$ cat config.mk
export PLATFORM = sky130hd
export DESIGN_NAME = pwc_channel_config
export DESIGN_NICKNAME = d
export VERILOG_FILES = /design/src/pwc_pkg.sv /design/src/pwc_channel_config.sv /design/src/pwc_prescaler.sv /design/src/pwc_scaler.sv
export SDC_FILE = /design/constraint.sdc
export NUM_CORES = 1
export LEC_CHECK = 0
export BUFFER_PORTS_ARGS = -buffer_cell sky130_fd_sc_hd__buf_2
export CAP_MARGIN = 20
export CORE_MARGIN = 10
export CORE_UTILIZATION = 55
export CTS_BUF_LIST = sky130_fd_sc_hd__clkbuf_8 sky130_fd_sc_hd__clkbuf_16
export CTS_CLUSTER_DIAMETER = 120
export DETAILED_ROUTE_END_ITERATION = 8
export PLACE_DENSITY = 0.81
export SYNTH_ARGS = -nofsm -noshare
export SYNTH_HDL_FRONTEND = slang
export SYNTH_SLANG_ARGS = --single-unit
export TNS_END_PERCENT = 30
$ cat constraint.sdc
create_clock -name mclk -period 3.1 [get_ports mclk]
set_input_delay 0.62 -clock mclk [delete_from_list [all_inputs] [get_ports mclk]]
set_output_delay 0.62 -clock mclk [all_outputs]
set_load 0.02 [all_outputs]
$ cat src/pwc_pkg.sv
/*
  pwc_pkg: register map, field layout and reset values of the
  channel configuration block of a four channel modulator.
  assumes: a 32-bit apb slave, each register one aligned word at
  byte address four times its index.
*/
package pwc_pkg;
  // register indices, byte address is index * 4
  localparam logic [7:0] IDX_ENABLE   = 8'h00; // channel_enable
  localparam logic [7:0] IDX_POLARITY = 8'h01; // output_polarity
  localparam logic [7:0] IDX_CLKSEL   = 8'h02; // channel_clock_select
  localparam logic [7:0] IDX_PRESCALE = 8'h03; // prescale_select
  localparam logic [7:0] IDX_ALIGN    = 8'h04; // alignment_select
  localparam logic [7:0] IDX_CONTROL  = 8'h05; // pair joining
  localparam logic [7:0] IDX_SCALE_A  = 8'h08; // scale value, first
  localparam logic [7:0] IDX_SCALE_B  = 8'h09; // scale value, second
  localparam logic [7:0] IDX_STATUS   = 8'h20; // running state, ro

  // field positions
  localparam int DIV_FIRST_LSB  = 0;  // div_sel_first, bits 2..0
  localparam int DIV_SECOND_LSB = 4;  // div_sel_second, bits 6..4
  localparam int DIV_W          = 3;  // width of both selects
  localparam int JOIN_LOWER_BIT = 4;  // join_lower_pair
  localparam int JOIN_UPPER_BIT = 5;  // join_upper_pair
  localparam int STAT_PRE_BIT   = 0;  // prescaler running
  localparam int STAT_RUN_LSB   = 4;  // per channel waveform live

  // reset values
  localparam logic [3:0] RST_CHAN   = 4'h0; // per channel bits
  localparam logic [7:0] RST_PRESC  = 8'h00;
  localparam logic [1:0] RST_JOIN   = 2'h0;
  localparam logic [7:0] RST_SCALE  = 8'h00;

  // counter sizes
  localparam int PRE_W   = 7;  // prescaler reaches divide by 128
  localparam int SCALE_W = 8;  // scale value width
endpackage

$ cat src/pwc_channel_config.sv
/*
  pwc_channel_config: apb register file and control of a four
  channel 8-bit pulse width modulator: enables, start levels,
  clock picks, alignment, pair joining and the clock dividers.
  assumes: a single apb master on mclk; counters, period and duty
  logic sit outside and consume the per channel outputs here.
*/
// Decided for this implementation: the APB register port.
// Notes on behaviour
// - enable opens output now, waveform at next tick
// - first waveform cycle after enable may be irregular
// - joined pair runs from low-order channel enable
// - joined high-order enable ignored, its line off
// - all enables clear stops the prescaler counter
// - start level one: high, low at duty
// - start level zero: low, high at duty
// - polarity, clock, prescale writes act immediately
// - channels 0,1: pick 0 clock a, 1 scaled
// - channels 2,3: pick 0 clock b, 1 scaled
// - bits 2..0 divide bus clock for a
// - bits 6..4 divide bus clock for b
// - alignment bit one centre, zero left aligned
// - per channel bits sit at channel number
// - joined pair uses output three's or output one's settings
// - scaled clock divides by twice scale, zero=256
`timescale 1ns/1ps
module pwc_channel_config #(
  parameter int NCHAN = 4
) (
  input  wire logic        mclk,
  input  wire logic        rst_n,
  input  wire logic        psel,
  input  wire logic        penable,
  input  wire logic        pwrite,
  input  wire logic [11:0] paddr,
  input  wire logic [31:0] pwdata,
  output logic             pready,
  output logic [31:0]      prdata,
  output logic             pslverr,
  output logic [3:0]       chanOutEnable,
  output logic [3:0]       chanRun,
  output logic [3:0]       chanTick,
  output logic [3:0]       chanStartHigh,
  output logic [3:0]       chanCenter,
  output logic             joinUpperPair,
  output logic             joinLowerPair,
  output logic             clockTickA,
  output logic             clockTickB,
  output logic             scaledClockFirst,
  output logic             scaledClockSecond
);
  // elaboration check: the pair wiring is fixed at four channels
  if (NCHAN != 4) begin : g_chk
    $error("pwc_channel_config: NCHAN must be 4");
  end

  // software visible state
  logic [3:0] enable_reg;     // chan_enable_bit per channel
  logic [3:0] enable_next;
  logic [3:0] polarity_reg;   // start_level_bit per channel
  logic [3:0] polarity_next;
  logic [3:0] clkSel_reg;     // chan_clock_pick per channel
  logic [3:0] clkSel_next;
  logic [7:0] prescale_reg;   // both divider selects
  logic [7:0] prescale_next;
  logic [3:0] align_reg;      // center_align_bit per channel
  logic [3:0] align_next;
  logic [1:0] join_reg;       // {upper, lower} pair joined
  logic [1:0] join_next;
  logic [7:0] scaleA_reg;     // scale value for clock a
  logic [7:0] scaleA_next;
  logic [7:0] scaleB_reg;     // scale value for clock b
  logic [7:0] scaleB_next;

  // bus answer state
  logic        pready_reg;
  logic        pready_next;
  logic [31:0] prdata_reg;
  logic [31:0] prdata_next;
  logic        pslverr_reg;
  logic        pslverr_next;

  // per channel outputs
  logic [3:0] outEn_reg;      // output line enabled
  logic [3:0] outEn_next;
  logic [3:0] run_reg;        // waveform live, synced to tick
  logic [3:0] run_next;
  logic [3:0] tick_reg;       // selected channel clock pulse
  logic [3:0] tick_next;
  logic [3:0] startHigh_reg;
  logic [3:0] startHigh_next;
  logic [3:0] center_reg;
  logic [3:0] center_next;
  logic [1:0] joinOut_reg;
  logic [1:0] joinOut_next;
  logic       tickA_reg;
  logic       tickA_next;
  logic       tickB_reg;
  logic       tickB_next;
  logic       sTickA_reg;
  logic       sTickA_next;
  logic       sTickB_reg;
  logic       sTickB_next;

  // internal nets
  logic       preRun;         // prescaler allowed to count
  logic       rawTickA;       // prescaler pulses
  logic       rawTickB;
  logic       rawScaledA;     // scaler pulses
  logic       rawScaledB;
  logic       wrScaleA;       // write strobes to scale values
  logic       wrScaleB;
  logic       wrEn;           // write completes this edge
  logic       setup;          // setup phase of a transfer
  logic [7:0] widx;           // word index of the access
  logic [3:0] effEn;          // enable after pair masking

  // word index: byte address over four
  function automatic logic [7:0] wordIdx(input logic [11:0] a);
    return a[9:2];
  endfunction

  // address decode, used for both read and write
  function automatic logic isMapped(input logic [7:0] i);
    unique case (i)
      pwc_pkg::IDX_ENABLE, pwc_pkg::IDX_POLARITY,
      pwc_pkg::IDX_CLKSEL, pwc_pkg::IDX_PRESCALE,
      pwc_pkg::IDX_ALIGN,  pwc_pkg::IDX_CONTROL,
      pwc_pkg::IDX_SCALE_A, pwc_pkg::IDX_SCALE_B,
      pwc_pkg::IDX_STATUS: return 1'b1;
      default:             return 1'b0;
    endcase
  endfunction

  assign widx  = wordIdx(paddr);
  assign setup = psel && !penable;
  // pready was raised in the setup cycle, so access ends now
  assign wrEn  = psel && penable && pready_reg && pwrite
                 && isMapped(widx) && (paddr[1:0] == 2'h0);
  assign wrScaleA = wrEn && (widx == pwc_pkg::IDX_SCALE_A);
  assign wrScaleB = wrEn && (widx == pwc_pkg::IDX_SCALE_B);

  // counter runs while any raw enable is set
  assign preRun = |enable_reg;

  // divider chain for clocks a and b
  pwc_prescaler #(
    .PRE_W (pwc_pkg::PRE_W)
  ) u_pre (
    .mclk  (mclk),
    .rst_n (rst_n),
    .run   (preRun),
    .selA  (prescale_reg[pwc_pkg::DIV_FIRST_LSB +: pwc_pkg::DIV_W]),
    .selB  (prescale_reg[pwc_pkg::DIV_SECOND_LSB +: pwc_pkg::DIV_W]),
    .tickA (rawTickA),
    .tickB (rawTickB)
  );

  // scaled clock from clock a
  pwc_scaler #(
    .SCALE_W (pwc_pkg::SCALE_W)
  ) u_scaleA (
    .mclk       (mclk),
    .rst_n      (rst_n),
    .srcTick    (rawTickA),
    .scale      (scaleA_reg),
    .reload     (wrScaleA),
    .scaledTick (rawScaledA)
  );

  // scaled clock from clock b
  pwc_scaler #(
    .SCALE_W (pwc_pkg::SCALE_W)
  ) u_scaleB (
    .mclk       (mclk),
    .rst_n      (rst_n),
    .srcTick    (rawTickB),
    .scale      (scaleB_reg),
    .reload     (wrScaleB),
    .scaledTick (rawScaledB)
  );

  // register writes; any moment, effect without waiting
  always_comb begin
    enable_next   = enable_reg;
    polarity_next = polarity_reg;
    clkSel_next   = clkSel_reg;
    prescale_next = prescale_reg;
    align_next    = align_reg;
    join_next     = join_reg;
    scaleA_next   = scaleA_reg;
    scaleB_next   = scaleB_reg;
    if (wrEn) begin
      unique case (widx)
        pwc_pkg::IDX_ENABLE:   enable_next   = pwdata[3:0];
        pwc_pkg::IDX_POLARITY: polarity_next = pwdata[3:0];
        pwc_pkg::IDX_CLKSEL:   clkSel_next   = pwdata[3:0];
        // bits 7 and 3 are reserved and stay zero
        pwc_pkg::IDX_PRESCALE: prescale_next = pwdata[7:0] & 8'h77;
        // alignment is taken as written; keeping it still is
        // the software's task while the channel is enabled
        pwc_pkg::IDX_ALIGN:    align_next    = pwdata[3:0];
        pwc_pkg::IDX_CONTROL: begin
          join_next = {pwdata[pwc_pkg::JOIN_UPPER_BIT],
                       pwdata[pwc_pkg::JOIN_LOWER_BIT]};
        end
        pwc_pkg::IDX_SCALE_A:  scaleA_next   = pwdata[7:0];
        pwc_pkg::IDX_SCALE_B:  scaleB_next   = pwdata[7:0];
        default: begin
          // status is read only, writes dropped
        end
      endcase
    end
  end

  always_ff @(posedge mclk) begin
    if (!rst_n) begin
      enable_reg   <= pwc_pkg::RST_CHAN;
      polarity_reg <= pwc_pkg::RST_CHAN;
      clkSel_reg   <= pwc_pkg::RST_CHAN;
      prescale_reg <= pwc_pkg::RST_PRESC;
      align_reg    <= pwc_pkg::RST_CHAN;
      join_reg     <= pwc_pkg::RST_JOIN;
      scaleA_reg   <= pwc_pkg::RST_SCALE;
      scaleB_reg   <= pwc_pkg::RST_SCALE;
    end else begin
      enable_reg   <= enable_next;
      polarity_reg <= polarity_next;
      clkSel_reg   <= clkSel_next;
      prescale_reg <= prescale_next;
      align_reg    <= align_next;
      join_reg     <= join_next;
      scaleA_reg   <= scaleA_next;
      scaleB_reg   <= scaleB_next;
    end
  end

  // apb answer: one wait-free access, data prepared in setup
  always_comb begin
    pready_next  = setup;
    pslverr_next = setup && (!isMapped(widx) || paddr[1:0] != 2'h0);
    prdata_next  = setup ? 32'h0000_0000 : prdata_reg;
    if (setup && !pwrite && paddr[1:0] == 2'h0) begin
      unique case (widx)
        pwc_pkg::IDX_ENABLE:   prdata_next = {28'h0, enable_reg};
        pwc_pkg::IDX_POLARITY: prdata_next = {28'h0, polarity_reg};
        pwc_pkg::IDX_CLKSEL:   prdata_next = {28'h0, clkSel_reg};
        pwc_pkg::IDX_PRESCALE: prdata_next = {24'h0, prescale_reg};
        pwc_pkg::IDX_ALIGN:    prdata_next = {28'h0, align_reg};
        pwc_pkg::IDX_CONTROL: begin
          prdata_next = 32'h0000_0000;
          prdata_next[pwc_pkg::JOIN_UPPER_BIT] = join_reg[1];
          prdata_next[pwc_pkg::JOIN_LOWER_BIT] = join_reg[0];
        end
        pwc_pkg::IDX_SCALE_A:  prdata_next = {24'h0, scaleA_reg};
        pwc_pkg::IDX_SCALE_B:  prdata_next = {24'h0, scaleB_reg};
        pwc_pkg::IDX_STATUS: begin
          prdata_next = 32'h0000_0000;
          prdata_next[pwc_pkg::STAT_PRE_BIT] = preRun;
          prdata_next[pwc_pkg::STAT_RUN_LSB +: 4] = run_reg;
        end
        default: prdata_next = 32'h0000_0000; // unmapped reads 0
      endcase
    end
  end

  always_ff @(posedge mclk) begin
    if (!rst_n) begin
      pready_reg  <= 1'b0;
      prdata_reg  <= 32'h0000_0000;
      pslverr_reg <= 1'b0;
    end else begin
      pready_reg  <= pready_next;
      prdata_reg  <= prdata_next;
      pslverr_reg <= pslverr_next;
    end
  end

  // pair masking: a joined high-order channel never runs
  always_comb begin
    effEn    = enable_reg;
    effEn[2] = enable_reg[2] && !join_reg[1];
    effEn[0] = enable_reg[0] && !join_reg[0];
  end

  // per channel clock pick, enable sync and mode bits
  always_comb begin
    tickA_next  = rawTickA;
    tickB_next  = rawTickB;
    sTickA_next = rawScaledA;
    sTickB_next = rawScaledB;
    for (int i = 0; i < 4; i++) begin
      if (i < 2) begin
        tick_next[i] = clkSel_reg[i] ? rawScaledA : rawTickA;
      end else begin
        tick_next[i] = clkSel_reg[i] ? rawScaledB : rawTickB;
      end
      // line opens at once; waveform waits for the next tick,
      // so the first cycle may be short
      outEn_next[i] = effEn[i];
      run_next[i]   = effEn[i] && (run_reg[i] || tick_next[i]);
    end
    // joined pair: low-order pin 3 / pin 1 carry the settings
    startHigh_next = polarity_reg;
    center_next    = align_reg;
    joinOut_next   = join_reg;
  end

  always_ff @(posedge mclk) begin
    if (!rst_n) begin
      outEn_reg     <= pwc_pkg::RST_CHAN;
      run_reg       <= pwc_pkg::RST_CHAN;
      tick_reg      <= pwc_pkg::RST_CHAN;
      startHigh_reg <= pwc_pkg::RST_CHAN;
      center_reg    <= pwc_pkg::RST_CHAN;
      joinOut_reg   <= pwc_pkg::RST_JOIN;
      tickA_reg     <= 1'b0;
      tickB_reg     <= 1'b0;
      sTickA_reg    <= 1'b0;
      sTickB_reg    <= 1'b0;
    end else begin
      outEn_reg     <= outEn_next;
      run_reg       <= run_next;
      tick_reg      <= tick_next;
      startHigh_reg <= startHigh_next;
      center_reg    <= center_next;
      joinOut_reg   <= joinOut_next;
      tickA_reg     <= tickA_next;
      tickB_reg     <= tickB_next;
      sTickA_reg    <= sTickA_next;
      sTickB_reg    <= sTickB_next;
    end
  end

  // outputs straight from flops
  assign pready            = pready_reg;
  assign prdata            = prdata_reg;
  assign pslverr           = pslverr_reg;
  assign chanOutEnable     = outEn_reg;
  assign chanRun           = run_reg;
  assign chanTick          = tick_reg;
  assign chanStartHigh     = startHigh_reg;
  assign chanCenter        = center_reg;
  assign joinUpperPair     = joinOut_reg[1];
  assign joinLowerPair     = joinOut_reg[0];
  assign clockTickA        = tickA_reg;
  assign clockTickB        = tickB_reg;
  assign scaledClockFirst  = sTickA_reg;
  assign scaledClockSecond = sTickB_reg;
endmodule

$ cat src/pwc_prescaler.sv
/*
  pwc_prescaler: free running bus clock counter whose taps give
  one-cycle enable pulses for clock a and clock b.
  assumes: selects may change at any time; a short or long first
  tick after a change is acceptable.
*/
`timescale 1ns/1ps
module pwc_prescaler #(
  parameter int PRE_W = pwc_pkg::PRE_W
) (
  input  wire logic                        mclk,
  input  wire logic                        rst_n,
  input  wire logic                        run,
  input  wire logic [pwc_pkg::DIV_W-1:0]   selA,
  input  wire logic [pwc_pkg::DIV_W-1:0]   selB,
  output logic                             tickA,
  output logic                             tickB
);
  logic [PRE_W-1:0] count_reg;   // shared divider chain
  logic [PRE_W-1:0] count_next;

  if (PRE_W != (1 << pwc_pkg::DIV_W) - 1) begin : g_chk
    $error("pwc_prescaler: PRE_W must be 2**DIV_W - 1");
  end

  // ones in the low sel bits: tap of divide by 2**sel
  function automatic logic [PRE_W-1:0] tapMask(
      input logic [pwc_pkg::DIV_W-1:0] sel);
    logic [PRE_W:0] m;
    m = (PRE_W+1)'(1) << sel;
    return PRE_W'(m - (PRE_W+1)'(1));
  endfunction

  // counter stops at zero while run is low (all enable bits clear), saving power
  always_comb begin
    count_next = run ? count_reg + PRE_W'(1) : '0;
  end

  always_ff @(posedge mclk) begin
    if (!rst_n) begin
      count_reg <= '0;
    end else begin
      count_reg <= count_next;
    end
  end

  // pulse when all low bits are ones: 2**sel cycles apart
  assign tickA = run && ((count_reg & tapMask(selA)) == tapMask(selA));
  assign tickB = run && ((count_reg & tapMask(selB)) == tapMask(selB));
endmodule

$ cat src/pwc_scaler.sv
/*
  pwc_scaler: divides a source tick stream by twice an 8-bit scale
  value; zero counts as 256, giving a division by 512.
  assumes: srcTick is a one-cycle pulse; reload marks a write of
  the scale value and restarts the count.
*/
`timescale 1ns/1ps
module pwc_scaler #(
  parameter int SCALE_W = pwc_pkg::SCALE_W
) (
  input  wire logic               mclk,
  input  wire logic               rst_n,
  input  wire logic               srcTick,
  input  wire logic [SCALE_W-1:0] scale,
  input  wire logic               reload,
  output logic                    scaledTick
);
  localparam int CNT_W = SCALE_W + 2;  // holds 2 * 256 - 1

  logic [CNT_W-1:0] count_reg;   // source ticks seen
  logic [CNT_W-1:0] count_next;
  logic [CNT_W-1:0] last;        // last count of a period
  logic             tick_reg;    // registered output pulse
  logic             tick_next;

  if (SCALE_W < 1) begin : g_chk
    $error("pwc_scaler: SCALE_W must be at least 1");
  end

  // period of 2 * scale source ticks, zero read as full scale
  always_comb begin
    last = {(scale == '0), scale, 1'b0} - CNT_W'(1);
    count_next = count_reg;
    tick_next  = 1'b0;
    if (reload) begin
      count_next = '0;   // write restarts the scale count
    end else if (srcTick) begin
      if (count_reg >= last) begin
        count_next = '0;
        tick_next  = 1'b1;
      end else begin
        count_next = count_reg + CNT_W'(1);
      end
    end
  end

  always_ff @(posedge mclk) begin
    if (!rst_n) begin
      count_reg <= '0;
      tick_reg  <= 1'b0;
    end else begin
      count_reg <= count_next;
      tick_reg  <= tick_next;
    end
  end

  assign scaledTick = tick_reg;
endmodule
==> metrics.cfg <==
[floorplan]
core_area_um2 = 9640
num_io_pins = 109
die_y_um = 119
die_w_um = 119
die_area_um2 = 14100
rows = 36
start_util_pct = 55.8

[sta]
setup_tns_ns = 0
period_needed_ns = 2.89
drv_slew = 0
clock.fmax_ghz = 0.346
setup_viol = 0
rsz0062_at_grt = no
hold_viol_final = 0
timing.hold.ws_ns = 0.472
worst_pin_slew_ns = 0.627
fin_crit_sh_pct = 93.4
clock_skew_ns = 0.00657
max_slew_margin_pct = 57.8

[critical_path]
cp_data_arrival_time_ns = 3.19
slowest_stage = or4_1
r2r_setup_slack_ns = 0.21
endpoint_kind = flip-flop
r2r_start = scaleA_reg[2]
path_common_cell = or4_1
worstPathRequired_ns = 3.40
reg2regPathDepth = 7
rr_endpoint = u_scaleA.count_reg[8]
cp-start-kind = flip-flop
cp_max_fo = 10
worstSetupPathType = flip-flop to flip-flop
crit_path_max_incr_delay_ns = 0.60
path_buf_inv = 0
crit_path_cell_trace = or4_1 > or4_1 > ha_1 > a2111oi_0 > o2bb2ai_1 > o221ai_2 > a21oi_1
critPathTopFamily = simple AND/OR/NAND/NOR gates

[route]
drt_pass1_iterations = 5
drc = 0
vias = 4554
wl_per_cell_um = 17.8
antenna_left = 0
via_per_inst = 5.79
drt_iter0_markers = 545
routed_wirelength_mm = 14.0

[logic_synthesis]
synth-seq-area-share_pct = 39.1
synth.avg_cell_area_um2 = 9.02
synth_top_area_share_pct = 39.1
yosysMostFrequentCell = dfxtp_1
ys_types = 66
synth_top_cell_by_area = dfxtp_1
synthTopCellsByCount = 105 x dfxtp_1, 78 x nor2_1, 40 x nand2_1, 38 x mux2i_1, 27 x xnor2_1
synth-edff-count = 0
synth_warnings = 0
syn-cell-area_um2 = 5380
async_reset_ff_share_pct = 0
ys_seq_elements = 105
syn_inst = 597
ys.flop_type = dfxtp_1
synth.area.top_cells = dfxtp_1 39%, mux2i_1 7.1%, ha_1 6.0%, nor2_1 5.4%, xnor2_1 4.4%

[clocking]
cts_tree = done
cts.sinks = 105
cts_resized = 0
hold_buffers = 0
clock_path_buffers = 2
cts_setup_buffers = 0
cts_max_level = 3
clk_latency_ns = 0.37
clk_pin_slew_ns = 0.10
cts_buffers = 9
cts-root-buf = clkbuf_8

[hold_path]
min_from = prdata[2]
hold_depth = 2
min_path_type = flip-flop to flip-flop
min_to = prdata[2]

[placed_design]
globalplace.congestion = 0.881
hpwl_mm = 10.8
portBuffers = 58
place_inst = 771

[finish]
layout-drive-gt1-share_pct = 15.3
nFillCells = 857
area_growth_pct = 9.11
layout.cells.non_filler = 787
nets = 724
num_antenna_cells = 0

[outcome]
run_status = complete, no violations

[power_and_ir_drop]
vdd_drop_max_v = 0.000236
power_leakage_nw = 2.45
power_density_nw_per_um2 = 387
power_mw = 2.28

[global_routing]
first_global_vias = 4414
grtUsageTotal_pct = 19.1
antenna_found_initial = 0
grt_pass1_wl_mm = 22.5
gr-total-overflow = 0
grt_max_degree = 29

[flow_run]
cap_viol_max_count = 0

-- worst max-delay path by stage --
stage	start	endpoint	slack, ns	cells after the start
final	scaleA_reg[2]	u_scaleA.count_reg[8]	0.21	7
after global routing	scaleA_reg[2]	u_scaleA.count_reg[8]	0.07	7
after floorplan	prescale_reg[1]	u_scaleA.count_reg[9]	0.52	9
after global placement	paddr[7]	u_scaleB.count_reg[2]	0.35	6
after CTS	scaleA_reg[2]	u_scaleA.count_reg[8]	0.19	7
after detailed placement	scaleA_reg[2]	u_scaleA.count_reg[8]	0.24	7
-- cells by family (layout without fill, tap and decap cells) --
| kind of cell | Yosys count | count (layout) | share of synthesized area (%) |
|---|---|---|---|
| multiplexers | 42 | 42 | 8.11 |
| XOR/XNOR | 33 | 33 | 5.37 |
| flip-flops | 105 | 105 | 39.1 |
| AO/OA/AOI/OAI | 91 | 91 | 11.8 |
| AND/OR/NAND/NOR | 241 | 241 | 23.3 |
| adder cells (fa/ha/maj) | 26 | 26 | 6.04 |
| buffers and inverters | 58 | 92 | 6.21 |
| other | 1 | 24 | 0.0697 |
-- stage by stage --
stage | setup WS, ns | cell area [um2] | util [%]
2_1_floorplan | 0.524 | 5470 | -
3_3_place_gp | 0.346 | 5690 | 59.0
3_5_place_dp | 0.238 | 5690 | 59.0
4_1_cts | 0.195 | 5870 | 60.9
5_1_grt | 0.0710 | 5870 | 60.9
6_report | 0.206 | 5870 | 60.9
-- routing by layer --
metal	global-route usage (%)	wire, um	share of wire, %	vias to the layer above
met4	6.03	270	1.9	0
met1	25.9	6490	46	2166
met3	4.77	1210	8.6	22
li1	-	-	-	2161
met5	0	0	0	-
met2	29.2	6030	43	205
-- power breakdown --
part	total (mW)	internal, mW	switching, mW
sequential	1.35	1.35	0.000320
clock	0.815	0.309	0.506
combinational	0.112	0.0229	0.0887
-- cells in the final DEF, fill, tap and decap left out, types with 5 or more instances in the layout --
cell type,netlist,routed
dfxtp_1,105,105
nor2_1,78,78
buf_2,9,58
nand2_1,40,40
mux2i_1,38,38
xnor2_1,27,27
ha_1,26,26
nand3_1,24,24
conb_1,1,24
and2_1,22,22
a21oi_1,20,20
nor3_1,12,12
o21a_1,10,10
inv_1,9,9
o21ai_1,9,9
clkbuf_8,0,9
nor4_1,8,8
or3_1,8,8
o21ai_0,8,8
buf_4,24,8
and3_1,7,7
or4_1,6,6
xor2_1,6,6
nand4_1,6,6
a22oi_1,6,6
or2_1,5,5
a211oi_1,5,5
-- cell type report --
| class | instances | area [um2] | share of cell area (%) |
|---|---|---|---|
| multi-input cells | 457 | 3030 | 51.6 |
| flip-flops and latches | 105 | 2100 | 35.8 |
| repair buffers | 66 | 350 | 5.97 |
| well taps | 133 | 166 | 2.83 |
| clock buffers | 9 | 124 | 2.11 |
| clock inverters | 7 | 60.1 | 1.02 |
| inverters | 10 | 37.5 | 0.639 |
-- worst register-to-register path, stage by stage (launching register included) --
cell       delay [ns]
dfxtp_1          0.40
or4_1            0.60
or4_1            0.52
ha_1             0.22
a2111oi_0        0.37
o2bb2ai_1        0.24
o221ai_2         0.29
a21oi_1          0.19
(Power assumes the default switching activity.)
